$ cat src/pkg/tmin_pkg.sv
package tmin_pkg;
  // ---------------------------------------------------------------
  // Register map
  // ---------------------------------------------------------------
  localparam logic [7:0] TMIN_ADDR_SECOND_COUNTER = 8'hf2;
  localparam logic [7:0] TMIN_ADDR_MODE           = 8'hf1;
  localparam logic [7:0] TMIN_ADDR_SECOND_PRE     = 8'hf3;
  localparam logic [7:0] TMIN_ADDR_FIRST_COUNTER  = 8'hf4;
  localparam logic [7:0] TMIN_ADDR_FIRST_PRE      = 8'hf5;
  localparam logic [7:0] TMIN_ADDR_INT_MASK       = 8'hfb;

  // ---------------------------------------------------------------
  // Field positions
  // ---------------------------------------------------------------
  localparam int TMIN_MODE_LOAD0  = 0;
  localparam int TMIN_MODE_EN0    = 1;
  localparam int TMIN_MODE_LOAD1  = 2;
  localparam int TMIN_MODE_EN1    = 3;
  localparam int TMIN_MODE_IN_LO  = 4;
  localparam int TMIN_MODE_IN_HI  = 5;
  localparam int TMIN_MODE_OUT_LO = 6;
  localparam int TMIN_MODE_OUT_HI = 7;
  localparam int TMIN_PRE_CONT    = 0;
  localparam int TMIN_PRE_INMODE  = 1;
  localparam int TMIN_PRE_EXTCLK  = 2;
  localparam int TMIN_MASK_MASTER = 7;
  localparam int TMIN_NUM_IRQ     = 6;

  // ---------------------------------------------------------------
  // Reset values and timing
  // ---------------------------------------------------------------
  localparam logic [7:0] TMIN_MODE_RST  = 8'h00;
  localparam logic [7:0] TMIN_SECOND_PRESCALER_SETUP_RST  = 8'h04;
  localparam logic [7:0] TMIN_FIRST_PRESCALER_SETUP_RST  = 8'h00;
  localparam logic [7:0] TMIN_MASK_RST  = 8'h00;
  localparam logic [5:0] TMIN_PS_ONE    = 6'h01;
  localparam logic [7:0] TMIN_CNT_ONE   = 8'h01;
  localparam logic [7:0] TMIN_ZERO8     = 8'h00;
  localparam logic [1:0] TMIN_TDIV_LAST = 2'h3;

  typedef enum logic [1:0] {
    TMIN_IN_EVENT = 2'b00,
    TMIN_IN_GATED = 2'b01,
    TMIN_IN_TRIG  = 2'b10,
    TMIN_IN_RETRG = 2'b11
  } tmin_inmode_t;
endpackage

$ cat src/rtl/tmin_top.sv
// Operation
// RL1 - Input modes need second prescaler bit1 zero
// RL2 - Mode bits 5:4 pick input function
// RL3 - Software selects external source first
// RL4 - Software enables count bit before counting
// RL5 - Software loads gated/event; device loads triggered
// RL6 - Every pin falling edge raises request two
// RL7 - Event mode: falling edge clocks chain
// RL8 - Gated mode: timer clock only while high
// RL9 - Gated: edge gives request two, end five
// RL10 - Triggered: first edge loads and starts
// RL11 - Triggered single pass clears enable at end
// RL12 - Triggered continuous runs until enable cleared
// RL13 - Retrigger: each enabled edge reloads timer
// RL14 - Retrigger single pass clears enable, ignores edges
// RL15 - Retrigger continuous: request five each end
// RL16 - Cascade via toggle output into input
// RL17 - Reset: disabled, single pass, external, event
// RL18 - Six interrupts gated by master bit7; here the three requests leave ungated and bit7 only drives master_enable
// RL19 - Pin preferably configured as plain input
// RL20 - Prescaler bit0: single pass or continuous
// RL21 - Load copies initials, clears itself next clock
// RL22 - Pin synchronised before falling edge detection
//
// Our own choice: the strobed register port.
`timescale 1ns/1ps
`default_nettype none
module tmin_top (
  input  wire logic       clk,
  input  wire logic       arst_n,
  input  wire logic [7:0] addr,
  input  wire logic [7:0] wdata,
  input  wire logic       wr,
  input  wire logic       rd,
  output var  logic [7:0] rdata,
  input  wire logic       timer_input_pin,
  input  wire logic       disable_interrupts_instr,
  input  wire logic       enable_interrupts_instr,
  output var  logic       toggle_out,
  output var  logic       input_edge_request,
  output var  logic       first_counter_request,
  output var  logic       second_counter_request,
  output var  logic       master_enable
);
  import tmin_pkg::*;

  typedef struct packed {
    logic [2:0] pin_sync;
    logic [7:0] mode;
    logic [7:0] second_prescaler_setup;
    logic [7:0] first_prescaler_setup;
    logic [7:0] init1;
    logic [7:0] init0;
    logic [7:0] mask;
    logic [1:0] tdiv;
    logic       trig_run;
    logic       tog;
    logic       req2;
    logic       req4;
    logic       req5;
    logic [7:0] rdata;
  } tmin_state_t;

  tmin_state_t st;
  tmin_state_t next_st;

  logic         fall;
  logic         tclk;
  logic         in_active;
  tmin_inmode_t inmode;
  logic         load1;
  logic         load0;
  logic         tick1;
  logic         tick0;
  logic         eoc1;
  logic         eoc0;
  logic [7:0]   count1;
  logic [7:0]   count0;
  logic         en1;
  logic         wr_mode;

  // ---------------------------------------------------------------
  // Input pin conditioning
  // ---------------------------------------------------------------
  // Stage 2 is the registered copy used for edges; stage 0 feeds only stage 1
  assign fall = st.pin_sync[2] & ~st.pin_sync[1]; // [RL22]
  assign tclk = (st.tdiv == TMIN_TDIV_LAST);

  assign inmode    = tmin_inmode_t'(st.mode[TMIN_MODE_IN_HI:TMIN_MODE_IN_LO]); // [RL2]
  assign in_active = st.second_prescaler_setup[TMIN_PRE_EXTCLK] & ~st.second_prescaler_setup[TMIN_PRE_INMODE]; // [RL1]
  assign en1       = st.mode[TMIN_MODE_EN1];
  assign wr_mode   = wr && (addr == TMIN_ADDR_MODE);

  // ---------------------------------------------------------------
  // Second and first timer clocking
  // ---------------------------------------------------------------
  always_comb begin
    load1 = st.mode[TMIN_MODE_LOAD1]; // [RL5]
    tick1 = 1'b0;
    if (!st.second_prescaler_setup[TMIN_PRE_EXTCLK]) begin
      tick1 = en1 & tclk;
    end else if (in_active && en1) begin
      unique case (inmode)
        TMIN_IN_EVENT: tick1 = fall; // [RL7]
        TMIN_IN_GATED: tick1 = tclk & st.pin_sync[1]; // [RL8]
        TMIN_IN_TRIG: begin
          tick1 = st.trig_run & tclk;
          if (fall && !st.trig_run) begin
            load1 = 1'b1; // [RL10] [RL5]
          end
        end
        TMIN_IN_RETRG: begin
          tick1 = st.trig_run & tclk;
          if (fall) begin
            load1 = 1'b1; // [RL13] [RL5]
          end
        end
      endcase
    end
  end

  assign load0 = st.mode[TMIN_MODE_LOAD0];
  assign tick0 = st.mode[TMIN_MODE_EN0] & tclk;

  tmin_chain u_second (
    .clk      (clk),
    .arst_n   (arst_n),
    .load     (load1),
    .tick     (tick1),
    .cont     (st.second_prescaler_setup[TMIN_PRE_CONT]),
    .pre_init (st.second_prescaler_setup[7:2]),
    .cnt_init (st.init1),
    .count    (count1),
    .eoc      (eoc1)
  );

  tmin_chain u_first (
    .clk      (clk),
    .arst_n   (arst_n),
    .load     (load0),
    .tick     (tick0),
    .cont     (st.first_prescaler_setup[TMIN_PRE_CONT]),
    .pre_init (st.first_prescaler_setup[7:2]),
    .cnt_init (st.init0),
    .count    (count0),
    .eoc      (eoc0)
  );

  // ---------------------------------------------------------------
  // State update
  // ---------------------------------------------------------------
  always_comb begin
    next_st          = st;
    next_st.pin_sync = {st.pin_sync[1:0], timer_input_pin};
    next_st.tdiv     = st.tdiv + 2'h1;
    next_st.rdata    = TMIN_ZERO8;
    next_st.req2     = fall; // [RL6] [RL9]
    next_st.req4     = eoc0;
    next_st.req5     = eoc1; // [RL9] [RL15]
    // Load bits clear on the following clock
    next_st.mode[TMIN_MODE_LOAD0] = 1'b0; // [RL21]
    next_st.mode[TMIN_MODE_LOAD1] = 1'b0; // [RL21]
    if (load1) begin
      next_st.trig_run = 1'b1;
    end
    if (!en1) begin
      next_st.trig_run = 1'b0;
    end
    if (eoc1 && !st.second_prescaler_setup[TMIN_PRE_CONT]) begin
      // Single pass drops the enable, so later edges are ignored
      next_st.mode[TMIN_MODE_EN1] = 1'b0; // [RL11] [RL14]
      next_st.trig_run = 1'b0;
    end
    // Toggle output flips on the selected timer's end of count
    if ((st.mode[TMIN_MODE_OUT_HI:TMIN_MODE_OUT_LO] == 2'b01 && eoc0) ||
        (st.mode[TMIN_MODE_OUT_HI:TMIN_MODE_OUT_LO] == 2'b10 && eoc1)) begin
      next_st.tog = ~st.tog;
    end
    if (disable_interrupts_instr) begin
      next_st.mask[TMIN_MASK_MASTER] = 1'b0; // [RL18]
    end else if (enable_interrupts_instr) begin
      next_st.mask[TMIN_MASK_MASTER] = 1'b1; // [RL18]
    end
    if (wr) begin
      unique case (addr)
        TMIN_ADDR_MODE: begin
          next_st.mode = wdata;
          // A same-cycle rewrite of the enable bit wins over the hardware clear
          if (eoc1 && !st.second_prescaler_setup[TMIN_PRE_CONT] && st.mode[TMIN_MODE_EN1]) begin
            next_st.mode[TMIN_MODE_EN1] = wdata[TMIN_MODE_EN1];
          end
          if (!wdata[TMIN_MODE_EN1]) begin
            next_st.trig_run = 1'b0; // [RL12]
          end
          if (wdata[TMIN_MODE_LOAD0] || wdata[TMIN_MODE_OUT_HI:TMIN_MODE_OUT_LO]
              != st.mode[TMIN_MODE_OUT_HI:TMIN_MODE_OUT_LO]) begin
            next_st.tog = 1'b1;
          end
        end
        TMIN_ADDR_SECOND_PRE:    next_st.second_prescaler_setup  = wdata;
        TMIN_ADDR_FIRST_PRE:     next_st.first_prescaler_setup  = wdata;
        TMIN_ADDR_SECOND_COUNTER: next_st.init1 = wdata;
        TMIN_ADDR_FIRST_COUNTER: next_st.init0 = wdata;
        TMIN_ADDR_INT_MASK:      next_st.mask  = wdata;
        default: ;
      endcase
    end
    if (rd) begin
      unique case (addr)
        TMIN_ADDR_MODE:           next_st.rdata = st.mode;
        TMIN_ADDR_SECOND_COUNTER: next_st.rdata = count1;
        TMIN_ADDR_FIRST_COUNTER:  next_st.rdata = count0;
        TMIN_ADDR_INT_MASK:       next_st.rdata = st.mask;
        default:                  next_st.rdata = TMIN_ZERO8;
      endcase
    end
  end

  always_ff @(posedge clk or negedge arst_n) begin
    if (!arst_n) begin
      st       <= '0;
      st.mode  <= TMIN_MODE_RST;  // [RL17]
      st.second_prescaler_setup  <= TMIN_SECOND_PRESCALER_SETUP_RST;  // [RL17]
      st.first_prescaler_setup  <= TMIN_FIRST_PRESCALER_SETUP_RST;  // [RL17]
      st.mask  <= TMIN_MASK_RST;
      st.tog   <= 1'b1;
    end else begin
      st <= next_st;
    end
  end

  // ---------------------------------------------------------------
  // Outputs
  // ---------------------------------------------------------------
  assign rdata                  = st.rdata;
  assign toggle_out             = st.tog;
  assign input_edge_request     = st.req2;
  assign first_counter_request  = st.req4;
  assign second_counter_request = st.req5;
  assign master_enable          = st.mask[TMIN_MASK_MASTER];

  // ---------------------------------------------------------------
  // Checks
  // ---------------------------------------------------------------
  AST_EDGE_REQ: assert property (@(posedge clk) disable iff (!arst_n) // [RL6]
    (st.pin_sync[2] && !st.pin_sync[1]) |=> input_edge_request)
    else $error("Falling edge gave no request two");
  AST_EOC_REQ: assert property (@(posedge clk) disable iff (!arst_n) // [RL9]
    eoc1 |=> second_counter_request)
    else $error("End of count gave no request five");
  AST_LOAD_SELF_CLEAR: assert property (@(posedge clk) disable iff (!arst_n) // [RL21]
    (st.mode[TMIN_MODE_LOAD1] && !wr_mode) |=> !st.mode[TMIN_MODE_LOAD1])
    else $error("Load bit did not clear itself");
  AST_SINGLE_CLEAR_EN: assert property (@(posedge clk) disable iff (!arst_n) // [RL11]
    (eoc1 && !st.second_prescaler_setup[TMIN_PRE_CONT] && !wr_mode) |=> !st.mode[TMIN_MODE_EN1])
    else $error("Single pass end kept enable set");
  AST_GATE_LOW: assert property (@(posedge clk) disable iff (!arst_n) // [RL8]
    (st.second_prescaler_setup[TMIN_PRE_EXTCLK] && in_active && inmode == TMIN_IN_GATED && !st.pin_sync[1])
      |-> !tick1)
    else $error("Gated timer ticked with pin low");
  AST_EVENT_TICK: assert property (@(posedge clk) disable iff (!arst_n) // [RL7]
    (st.second_prescaler_setup[TMIN_PRE_EXTCLK] && in_active && en1 && inmode == TMIN_IN_EVENT)
      |-> (tick1 == fall))
    else $error("Event mode tick not tied to edge");
  AST_TRIG_ONCE: assert property (@(posedge clk) disable iff (!arst_n) // [RL10]
    (in_active && inmode == TMIN_IN_TRIG && st.trig_run && fall
      && !st.mode[TMIN_MODE_LOAD1]) |-> !load1)
    else $error("Later edge reloaded triggered timer");
  AST_RETRIG_LOAD: assert property (@(posedge clk) disable iff (!arst_n) // [RL13]
    (st.second_prescaler_setup[TMIN_PRE_EXTCLK] && in_active && en1 && inmode == TMIN_IN_RETRG && fall)
      |-> load1)
    else $error("Retrigger edge did not reload");
  AST_DI: assert property (@(posedge clk) disable iff (!arst_n) // [RL18]
    disable_interrupts_instr |=> !master_enable)
    else $error("Disable instruction kept master enable");
  AST_INMODE_OFF: assert property (@(posedge clk) disable iff (!arst_n) // [RL1]
    (st.second_prescaler_setup[TMIN_PRE_INMODE] && !st.mode[TMIN_MODE_LOAD1]) |-> !load1)
    else $error("Input mode acted with bit1 set");

  COV_EVENT: cover property (@(posedge clk) disable iff (!arst_n)
    inmode == TMIN_IN_EVENT && tick1);
  COV_TRIG: cover property (@(posedge clk) disable iff (!arst_n)
    inmode == TMIN_IN_TRIG && fall && load1);
  COV_RETRIG_EOC: cover property (@(posedge clk) disable iff (!arst_n)
    inmode == TMIN_IN_RETRG && eoc1);
  COV_GATED_EOC: cover property (@(posedge clk) disable iff (!arst_n)
    inmode == TMIN_IN_GATED && eoc1);
endmodule
`default_nettype wire

$ cat src/rtl/tmin_chain.sv
`timescale 1ns/1ps
`default_nettype none
module tmin_chain (
  input  wire logic       clk,
  input  wire logic       arst_n,
  input  wire logic       load,
  input  wire logic       tick,
  input  wire logic       cont,
  input  wire logic [5:0] pre_init,
  input  wire logic [7:0] cnt_init,
  output var  logic [7:0] count,
  output var  logic       eoc
);
  import tmin_pkg::*;

  typedef struct packed {
    logic [5:0] ps;
    logic [7:0] cnt;
    logic       rest;
    logic       eoc;
  } tmin_chain_t;

  tmin_chain_t st;
  tmin_chain_t next_st;

  // ---------------------------------------------------------------
  // Prescaler and down-counter
  // ---------------------------------------------------------------
  // Prescaler reloads at one, so a six-bit init of zero means 64; an eight-bit init of zero means 256
  always_comb begin
    next_st     = st;
    next_st.eoc = 1'b0;
    if (load) begin
      next_st.ps   = pre_init; // [RL21]
      next_st.cnt  = cnt_init; // [RL21]
      next_st.rest = 1'b0;
    end else if (tick && !st.rest) begin
      if (st.ps == TMIN_PS_ONE) begin
        next_st.ps = pre_init;
        if (st.cnt == TMIN_CNT_ONE) begin
          next_st.eoc = 1'b1;
          if (cont) begin
            next_st.cnt = cnt_init; // [RL20]
          end else begin
            next_st.cnt  = TMIN_ZERO8; // [RL20]
            next_st.rest = 1'b1;
          end
        end else begin
          next_st.cnt = st.cnt - TMIN_CNT_ONE;
        end
      end else begin
        next_st.ps = st.ps - TMIN_PS_ONE;
      end
    end
  end

  always_ff @(posedge clk or negedge arst_n) begin
    if (!arst_n) begin
      st <= '0;
    end else begin
      st <= next_st;
    end
  end

  assign count = st.cnt;
  assign eoc   = st.eoc;

  AST_SINGLE_REST: assert property (@(posedge clk) disable iff (!arst_n) // [RL20]
    (eoc && !cont && !$past(cont) && !load) |-> (count == TMIN_ZERO8))
    else $error("Single pass did not rest at zero");
endmodule
`default_nettype wire

$ cat config.mk
export PLATFORM = sky130hd
export DESIGN_NAME = tmin_top
export DESIGN_NICKNAME = d
export VERILOG_FILES = /design/src/pkg/tmin_pkg.sv /design/src/rtl/tmin_top.sv /design/src/rtl/tmin_chain.sv
export SDC_FILE = /design/constraint.sdc
export NUM_CORES = 1
export LEC_CHECK = 0
export ABC_CLOCK_PERIOD_IN_PS = 3600
export BUFFER_PORTS_ARGS = -buffer_cell sky130_fd_sc_hd__buf_2
export CORE_MARGIN = 2
export CORE_UTILIZATION = 53
export CTS_BUF_LIST = sky130_fd_sc_hd__clkbuf_2 sky130_fd_sc_hd__clkbuf_4 sky130_fd_sc_hd__clkbuf_8
export CTS_CLUSTER_DIAMETER = 100
export CTS_CLUSTER_SIZE = 20
export DETAILED_ROUTE_END_ITERATION = 10
export GPL_TIMING_DRIVEN = 0
export HOLD_SLACK_MARGIN = 0.06
export PLACE_DENSITY = 0.71
export SLEW_MARGIN = 30
export SYNTH_ARGS = -nofsm -noshare
export SYNTH_HDL_FRONTEND = slang
export SYNTH_HIERARCHICAL = 1
export SYNTH_SLANG_ARGS = --single-unit
$ cat constraint.sdc
create_clock -name clk -period 3.6 [get_ports clk]
set_input_delay 0.18 -clock clk [delete_from_list [all_inputs] [get_ports clk]]
set_output_delay 0.18 -clock clk [all_outputs]
set_load 0.1 [all_outputs]
==> out/metrics.yaml, run 1 <==
placed_design:
  place_hpwl_mm: 8.607
  port_buffers: 34
  dpl_cell_area_um2: 5657
  routabilityCongestion: 0.8306
synth:
  avgSynthCellArea_um2: 10.77
  synthTopCellsByArea: "dfrtp_1 (45%), mux2_2 (10%), buf_4 (3.4%), and3b_1 (2.7%), nor2_1 (2.3%)"
  synth_edf_count: 0
  yosysUniqueCellTypes: 65
  synth_area_um2: 5286
  ys_seq_area_share_pct: 45.96
  synthesis.nets: 523
  synth_area_leader_cell: "dfrtp_1"
  syn_inst: 491
  synthFlopType: "dfrtp_1"
  synth_top_area_share_pct: 44.97
  async_flop_share_pct: 100.0
  yosys_warnings: 6
  synth-seq-cells: 97
final_layout:
  diodes: 0
  drive_gt1_share_pct: 27.94
  layout_commonest_cell: "dfrtp_1"
  final_cell_mix: "dfrtp_1 (95), mux2_2 (49), buf_2 (41)"
  design_area_um2: 5858
  areaGrowthSynthToFinish_pct: 10.82
  nets: 571
timing:
  maxSlewViolCount: 0
  setup_tns_ps: 0
  finalHoldViolCount: 0
  period_needed_ps: 2970
  finClkSkew_ps: 8.545
  tightest_slew_ps: 677.2
  grt_setup_unrepaired: "no"
  hold_ws_ps: 130.3
  setup_violations: 0
  relSlewSlack_pct: 54.66
  fmax_mhz: 336.7
  min_period_over_period_pct: 82.51
floorplanning:
  core_area_um2: 9729
  die_height_um: 103.9
  die_x_um: 103.9
  start_util_pct: 54.33
  io_pins: 36
  rows: 36
  dieArea_um2: 10790
setup_path:
  crit_type: "reg2reg"
  cp-start-kind: "flip-flop"
  crit_fanout: 5
  cp-end-kind: "flip-flop"
  cp.required_ps: 3900
  arrival_ps: 3270
  reg2reg_slack_ps: 630
route:
  drc: 0
  wire_per_inst_um: 17.32
  vias_per_cell: 5.775
  drt-total-wl_mm: 11.73
  first_pass_iters: 4
  drt.antenna.violating_nets: 0
  drt_iter0_markers: 162
  vias: 3910
global_routing:
  grt_usage_pct: 22.45
  grt_max_degree: 63
  grt_pass1_wl_mm: 19.30
  antenna_found_initial: 0
  grt_overflow: 0
  first_global_vias: 3804
clock_network:
  cts.root.buffer_cell: "clkbuf_8"
  cts.repair.resized: 0
  post_cts.repair.setup_buffers: 0
  clock_latency_ps: 360
  cts_sinks: 97
  cts_tree: "done"
  cts_buffer_depth: 2
  cts_inserted_buffers: 9
  ctsHtreeMaxLevel: 3
  path_clk_slew_ps: 90
outcome:
  outcome: "finished, final reports clean"
run:
  maxCapViolations: 0
power:
  vdd_ir_drop_max_uv: 249.2
  p_per_area_nw_per_um2: 486.8
  total_power_uw: 2851
  p_leak_uw: 0.002834
min_path:
  hp-class: "in2reg"
[stage by stage]
stage          cells  util [%]  setup WS, ps
2_1_floorplan    491         -          1028
3_3_place_gp     658     57.79         642.8
3_5_place_dp     659     58.14         700.1
4_1_cts          677     60.21         644.6
5_1_grt          677     60.21         297.9
6_report         677     60.21         629.8
[layer usage]
| metal | vias up | GRT usage (%) | routed length [um] |
|---|---|---|---|
| met5 | - | 0 | 0 |
| met4 | 0 | 6.950 | 133 |
| met3 | 12 | 4.198 | 630 |
| met2 | 92 | 35.29 | 5466 |
| met1 | 1928 | 31.72 | 5499 |
| li1 | 1878 | - | - |
[repair_timing]
| item | CTS | global route |
|---|---|---|
| setup endpoints to repair | 0 | 0 |
| hold buffers | 2 | 0 |
| endpoints found under the hold margin | 36 | 0 |
[kinds of logic after synthesis]
logic type	share of synthesized area (%)
compound gates	14.25
flops	45.96
simple gates	18.44
fa+ha+maj	2.130
mux	10.82
xor+xnor	1.822
buf+inv	6.580
[cell type report]
type	count	area (um^2)
fill	859	3871
multi-input combinational	328	2509
sequential	97	2430
buffer	44	265.3
timing repair buffer	37	224.0
clock buffer	13	166.4
tap	133	166.4
inverter	22	82.58
clock inverter	3	15.01
[cells in the mapped netlist (5+ instances only)]
cell type	instances
clkbuf_1	12
dfrtp_1	95
a31oi_1	10
a21oi_1	10
nand4_1	5
a22oi_1	8
buf_4	24
xor2_1	6
o21ai_1	6
o21bai_1	5
buf_2	8
o21a_1	5
nor2_1	33
nor2b_1	11
ha_1	9
nand3_1	10
xnor2_1	5
and3b_1	16
mux2_2	49
nand2_1	17
o21ai_0	17
and2_1	7
a211oi_1	10
nor3_1	9
inv_1	22
[sequential cells by signal, indices dropped and copies added, names as in the netlist, 2 cells and up]
name,count
u_second/st,7
inmode,2
u_first/st,7
u_second/count,8
rdata,8
u_first/count,8
st,46
next_st,2
[critical path, stage by stage, from the launching register on]
cell       delay (ps)
dfrtp_1           430
or3b_2            480
a2111oi_0         400
o21a_1            240
nor3b_1           440
nand2_1           230
or4_2             590
nand3_1           100
[worst paths after layout]
path,start,endpoint,cells past startpoint
min reg2reg,next_st[64],next_st[65],0
min in group asynchronous,arst_n,u_first/count[0],2
max,inmode[0],u_second/count[0],7
min,wdata[2],st[49],3
max in group asynchronous,arst_n,toggle_out,3
max reg2reg,inmode[0],u_second/count[0],7
[report_power, final]
part / switching (uW) / internal [uW]
clock network: 360 / 302
registers: 168 / 1220
logic: 392 / 411
Power figures use the tool's default switching activity.
==> run 2, diff against run 1 <==
--- a/config.mk
+++ b/config.mk
@@ -5,7 +5,7 @@
 export SDC_FILE = /design/constraint.sdc
 export NUM_CORES = 1
 export LEC_CHECK = 0
-export ABC_CLOCK_PERIOD_IN_PS = 3600
+export ABC_CLOCK_PERIOD_IN_PS = 2400
 export BUFFER_PORTS_ARGS = -buffer_cell sky130_fd_sc_hd__buf_2
 export CORE_MARGIN = 2
 export CORE_UTILIZATION = 53
@@ -15,7 +15,7 @@
 export DETAILED_ROUTE_END_ITERATION = 10
 export GPL_TIMING_DRIVEN = 0
 export HOLD_SLACK_MARGIN = 0.06
-export PLACE_DENSITY = 0.71
+export PLACE_DENSITY = 0.74
 export SLEW_MARGIN = 30
 export SYNTH_ARGS = -nofsm -noshare
 export SYNTH_HDL_FRONTEND = slang
==> constraint.sdc (replaced) <==
create_clock -name clk -period 2.4 [get_ports clk]
set_input_delay 0.12 -clock clk [delete_from_list [all_inputs] [get_ports clk]]
set_output_delay 0.12 -clock clk [all_outputs]
set_load 0.1 [all_outputs]
==> run 2 against run 1 <==
Against the previous run: worst hold slack got worse by 57 ps; routed wire length grew 1.8%; clock power is 75% higher; sequential share of layout area fell by 0.99 points; setup slack got worse by 620 ps; first-iteration DRC count increased by 52%; power is 58% higher; sequential power up 50%.
==> out/metrics.yaml, run 2 (synthesized netlist as in run 1, its figures left out) <==
clock_network:
  cts_sinks: 97  # unchanged
  cts_buffer_depth: 2  # unchanged
  path_clk_slew_ps: 90  # about the same
  cts.root.buffer_cell: "clkbuf_8"
  cts_inserted_buffers: 9  # unchanged
  ctsHtreeMaxLevel: 3  # unchanged
  clock_latency_ps: 360  # about the same
  cts_tree: "done"
run:
  maxCapViolations: 0  # unchanged
setup_path:
  critical_path.slowest_cell: "or3b_4"
  cp-start-kind: "flip-flop"
  cp.required_ps: 2650  # -1250 ps
  cp_slowest_stage_delay_ps: 410  # -180 ps
  cp-end-kind: "flip-flop"
  crit_chain: "or3b_4 > a2111oi_4 > o21a_1 > nor3b_4 > a21oi_2 > and2_2 > a221o_1"
  crit_fanout: 5  # unchanged
  crit_type: "reg2reg"
  arrival_ps: 2640  # -630 ps
global_routing:
  first_global_vias: 3791  # -0.34%
  grt_pass1_wl_mm: 19.75  # +2.4%
  grt_usage_pct: 23.12  # +0.66 points
  grt_max_degree: 58  # -7.9%
  grt_overflow: 0  # unchanged
  antenna_found_initial: 0  # unchanged
final_layout:
  areaGrowthSynthToFinish_pct: 13.54
  largest_register_ffs: 46  # unchanged
  diodes: 0  # unchanged
  regMostFlops: "st"
  fin_cells: 682  # +0.74%
  final_cell_mix: "dfrtp_1 (95), mux2_2 (49), buf_2 (41)"
  layout_commonest_cell: "dfrtp_1"
  nets: 576  # +0.88%
  drive_gt1_share_pct: 30.78  # +2.8 points
  nFillCells: 843  # -1.9%
floorplanning:
  die_height_um: 103.9  # unchanged
  io_pins: 36  # unchanged
  start_util_pct: 54.33  # unchanged
  dieArea_um2: 10790  # unchanged
  die_x_um: 103.9  # unchanged
  core_area_um2: 9729  # unchanged
  rows: 36  # unchanged
outcome:
  outcome: "finished, final reports clean"
timing:
  maxSlewViolCount: 0  # unchanged
  finalHoldViolCount: 0  # unchanged
  setup_violations: 0  # unchanged
  relSlewSlack_pct: 54.12  # -0.54 points
  fin_ws_ps: 10.93  # -618.9 ps
  tightest_slew_ps: 685.3  # +8.068 ps
  finClkSkew_ps: 7.004  # -1.541 ps
  hold_ws_ps: 73.52  # -56.81 ps
  min_period_over_period_pct: 99.54  # +17 points
  setup_tns_ps: 0  # unchanged
  grt_setup_unrepaired: "yes"
  period_needed_ps: 2389  # -581.1 ps
  fmax_mhz: 418.6  # +24%
route:
  drt-total-wl_mm: 11.94  # +1.8%
  drc: 0  # unchanged
  drt.antenna.violating_nets: 0  # unchanged
  wire_per_inst_um: 17.51  # +1.1%
  vias_per_cell: 5.773  # about the same
  drt_iter0_markers: 247  # +52%
  vias: 3937  # +0.69%
  first_pass_iters: 4  # unchanged
power:
  p_leak_uw: 0.002897  # +2.2%
  vdd_ir_drop_max_uv: 403.5  # +62%
  p_per_area_nw_per_um2: 749.0  # +54%
placed_design:
  routabilityCongestion: 0.8462  # +1.9%
  port_buffers: 34  # unchanged
  place_hpwl_mm: 8.621  # +0.16%
  placedCellCount: 659  # unchanged
  place_ws_ps: -301.0  # -1001 ps
min_path:
  hp-class: "in2reg"
## run 2: cell count changes in the layout (fill, tap and decap cells not counted), sizes merged
cell | before | now
clkinvlp | 0 | 1
clkbuf | 25 | 21
buf | 67 | 73
bufinv | 0 | 2
## run 2: critical path: cells and delay by family (launching register included)
family           cells  cell delay, ps
AO/OA/AOI/OAI        4             940
flip-flops           1             390
AND/OR/NAND/NOR      3             950
## run 2: worst paths after layout
| check | from | endpoint | slack [ps] | cells past startpoint |
|---|---|---|---|---|
| worst max-delay path | inmode[0] | u_second/count[5] | 10 | 7 |
| worst min-delay path | wdata[2] | st[49] | 70 | 3 |
| worst max register to register | inmode[0] | u_second/count[5] | 10 | 7 |
| worst min register to register | next_st[64] | next_st[65] | 350 | 0 |
| max in group asynchronous | arst_n | st[49] | 1530 | 3 |
| min in group asynchronous | arst_n | u_first/st[15] | 220 | 2 |
## run 2: report_power, final
| group | switching (uW) | total [uW] | leakage, uW | internal (uW) |
|---|---|---|---|---|
| combinational | 613 | 1250 | 0.00149 | 633 |
| sequential | 263 | 2090 | 0.00130 | 1830 |
| clock | 565 | 1160 | 0.000109 | 594 |
## run 2: layout make-up
class,instances,area (um^2),area share (%)
buffer,44,276.5,4.607
sequential,97,2430,40.48
tap,133,166.4,2.773
inverter,22,82.58,1.376
timing repair buffer,42,261.5,4.357
clock buffer,10,131.4,2.189
multi-input combinational,328,2571,42.84
clock inverter,6,82.58,1.376
## run 2: routing by layer
metal / global-route usage (%) / wire length (um) / share of wire [%]
met1: 33.02 / 5579 / 47
met2: 36.37 / 5711 / 48
met3: 3.446 / 469 / 3.9
met4: 7.722 / 181 / 1.5
met5: 0 / 0 / 0
## run 2: what timing repair did
action / in CTS / in global routing
setup buffers: 4 / 1
endpoints found under the hold margin: 97 / 0
endpoints found under the setup margin: 14 / 9
hold buffers: 2 / 0
gates resized for setup: 9 / 11
pin swaps: 2 / 0
## run 2: through the flow
stage          total power (uW)  utilization (%)  instance area (um^2)
6_report                   4496            61.69                  6002
5_1_grt                    4748            61.69                  6002
4_1_cts                    4482            61.36                  5969
3_5_place_dp               3305            58.27                  5669
3_3_place_gp               3250            57.92                  5635
2_1_floorplan              2997                -                  5299
==> run 3, diff against run 2 <==
--- a/config.mk
+++ b/config.mk
@@ -8,15 +8,14 @@
 export ABC_CLOCK_PERIOD_IN_PS = 2400
 export BUFFER_PORTS_ARGS = -buffer_cell sky130_fd_sc_hd__buf_2
 export CORE_MARGIN = 2
-export CORE_UTILIZATION = 53
+export CORE_UTILIZATION = 35
 export CTS_BUF_LIST = sky130_fd_sc_hd__clkbuf_2 sky130_fd_sc_hd__clkbuf_4 sky130_fd_sc_hd__clkbuf_8
 export CTS_CLUSTER_DIAMETER = 100
 export CTS_CLUSTER_SIZE = 20
 export DETAILED_ROUTE_END_ITERATION = 10
 export GPL_TIMING_DRIVEN = 0
 export HOLD_SLACK_MARGIN = 0.06
-export PLACE_DENSITY = 0.74
-export SLEW_MARGIN = 30
+export SLEW_MARGIN = 20
 export SYNTH_ARGS = -nofsm -noshare
 export SYNTH_HDL_FRONTEND = slang
 export SYNTH_HIERARCHICAL = 1
==> run 3 against run 2 <==
Against the previous run: the run now ends with negative setup slack left; die area increased by 49%; routed wire length increased by 5.7%; via count increased by 0.10%; critical endpoint unchanged.
==> out/metrics.yaml, run 3 (synthesized netlist as in run 1, its figures left out) <==
setup_path:
  crit_type: "reg2reg"
  crit_fanout: 5  # unchanged
  cp-start-kind: "flip-flop"
  cp-end-kind: "flip-flop"
  r2r_cells: 7  # unchanged
  rr_startpoint: "inmode[0]"
  arrival_ps: 2670  # +30 ps
  rr_endpoint: "u_second/count[5]"
  cp.required_ps: 2660  # about the same
  reg2reg_slack_ps: -6  # -20 ps
floorplanning:
  rows: 44  # +22%
  dieArea_um2: 16100  # +49%
  start_util_pct: 36.10  # -18 points
  die_height_um: 126.9  # +22%
  core_area_um2: 14640  # +51%
  io_pins: 36  # unchanged
  die_x_um: 126.9  # +22%
min_path:
  min-delay-start: "wdata[2]"
  min_to: "st[49]"
  hold_depth: 3  # unchanged
  hp-class: "in2reg"
route:
  drt_iter0_markers: 328  # +33%
  drc: 0  # unchanged
  vias: 3941  # +0.10%
  drt.antenna.violating_nets: 0  # unchanged
  wire_per_inst_um: 17.20  # -1.8%
  vias_per_cell: 5.369  # -7.0%
  first_pass_iters: 4  # unchanged
  drt-total-wl_mm: 12.62  # +5.7%
global_routing:
  antenna_found_initial: 2  # +2
  first_global_vias: 3955  # +4.3%
  grt_pass1_wl_mm: 20.71  # +4.9%
  grt_usage_pct: 16.30  # -6.8 points
  grt_overflow: 0  # unchanged
  grt_max_degree: 80  # +38%
placed_design:
  dpl_cell_area_um2: 5733  # +1.1%
  port_buffers: 34  # unchanged
  routabilityCongestion: 0.8294  # -2.0%
  place_hpwl_mm: 9.071  # +5.2%
run:
  maxCapViolations: 0  # unchanged
timing:
  finClkSkew_ps: 8.756  # +1.751 ps
  fin_ws_ps: -5.855  # -16.78 ps
  grt_setup_unrepaired: "yes"
  finalHoldViolCount: 0  # unchanged
  period_needed_ps: 2406  # +16.78 ps
  relSlewSlack_pct: 50.57  # -3.5 points
  fmax_mhz: 415.7  # -0.70%
  tightest_slew_ps: 739.5  # +54.21 ps
  maxSlewViolCount: 0  # unchanged
  min_period_over_period_pct: 100.2  # +0.70 points
  setup_violations: 1  # +1
final_layout:
  design_area_um2: 6080  # +1.3%
  regMostFlops: "st"
  final_cell_mix: "dfrtp_1 (95), mux2_2 (49), buf_2 (42)"
  largest_register_ffs: 46  # unchanged
  layout_commonest_cell: "dfrtp_1"
  nFillCells: 1420  # +68%
  drive_gt1_share_pct: 30.60  # -0.18 points
  nets: 576  # unchanged
  areaGrowthSynthToFinish_pct: 15.01
outcome:
  violations: "negative setup slack"
  outcome: "finished, violations left"
clock_network:
  cts_inserted_buffers: 9  # unchanged
  cts_tree: "done"
  path_clk_slew_ps: 90  # about the same
  clock_latency_ps: 380  # +20 ps
  cts_buffer_depth: 2  # unchanged
  cts.root.buffer_cell: "clkbuf_8"
  ctsHtreeMaxLevel: 3  # unchanged
  cts_sinks: 97  # unchanged
power:
  vdd_ir_drop_max_uv: 253.6  # -37%
  p_leak_uw: 0.002889  # -0.25%
  p_per_area_nw_per_um2: 739.5  # -1.3%
  total_power_uw: 4496  # about the same
==> run 3: cell count changes in the layout (fill, tap and decap cells not counted), sizes merged <==
cell and change:
buf +1, bufinv -1, clkinvlp +1, clkbuf +1, diode +1, clkinv -2
==> run 3: power breakdown <==
part	leakage, uW	total [uW]	switching, uW	internal (uW)
registers	0.00130	2100	270	1830
clock network	0.000105	1150	581	566
logic	0.00149	1250	613	638
==> run 3: routing by layer <==
metal  wire [um]  vias to the layer above  part of all wire, %  GRT usage (%)
met5          13                        -                 0.10              0
met4         177                        2                  1.4          5.430
met3         668                       15                  5.3          3.205
met2        5600                       89                   44          24.89
met1        6164                     1948                   49          23.23
li1            -                     1887                    -              -
==> run 3: timing repair <==
item	CTS	global route
setup endpoints to repair	13	9
resized for setup	11	9
buffers inserted	4	1
hold endpoints to repair	96	0
pin swaps	2	1
hold buffers	2	0
==> run 3: final cells by class <==
class / count / area (um^2) / area share (%)
well taps: 184 / 230.2 / 3.787
clock buffers: 12 / 165.2 / 2.717
diodes: 1 / 2.502 / 0.04116
inverters: 22 / 82.58 / 1.358
flip-flops and latches: 97 / 2430 / 39.97
clock inverters: 4 / 50.05 / 0.8232
repair buffers: 42 / 269.0 / 4.425
plain buffers: 44 / 271.5 / 4.466
multi-input cells: 328 / 2579 / 42.42
==> run 3: metrics by stage <==
stage          cells  setup slack (ps)  TNS (ps)  hold WS, ps  util, %
6_report         734            -5.855    -5.855        69.73    41.52
5_1_grt          733            -147.4    -489.3        92.32    41.50
4_1_cts          732             15.78         0        64.81    41.30
3_5_place_dp     710            -352.3     -2594       -24.52    39.15
3_3_place_gp     709            -336.0     -2516        232.9    38.92
2_1_floorplan    491             6.921         0       -175.6        -
==> run 3: critical path, stage by stage, from the launching register on <==
cell       delay (ps)
dfrtp_1           400
or3b_4            410
a2111oi_4         310
o21a_1            210
nor3b_4           290
a21oi_2           160
and2_2            260
a221o_1           250
==> run 3: worst max path at each step <==
stage	from	to	slack (ps)	cells after the start
floorplan	inmode[0]	u_second/count[0]	7	7
global placement	inmode[0]	u_second/count[6]	-340	8
detailed placement	inmode[0]	u_second/count[6]	-350	8
CTS	inmode[0]	u_second/count[0]	20	7
global route	inmode[0]	u_second/count[5]	-150	7
finish	inmode[0]	u_second/count[5]	-6	7
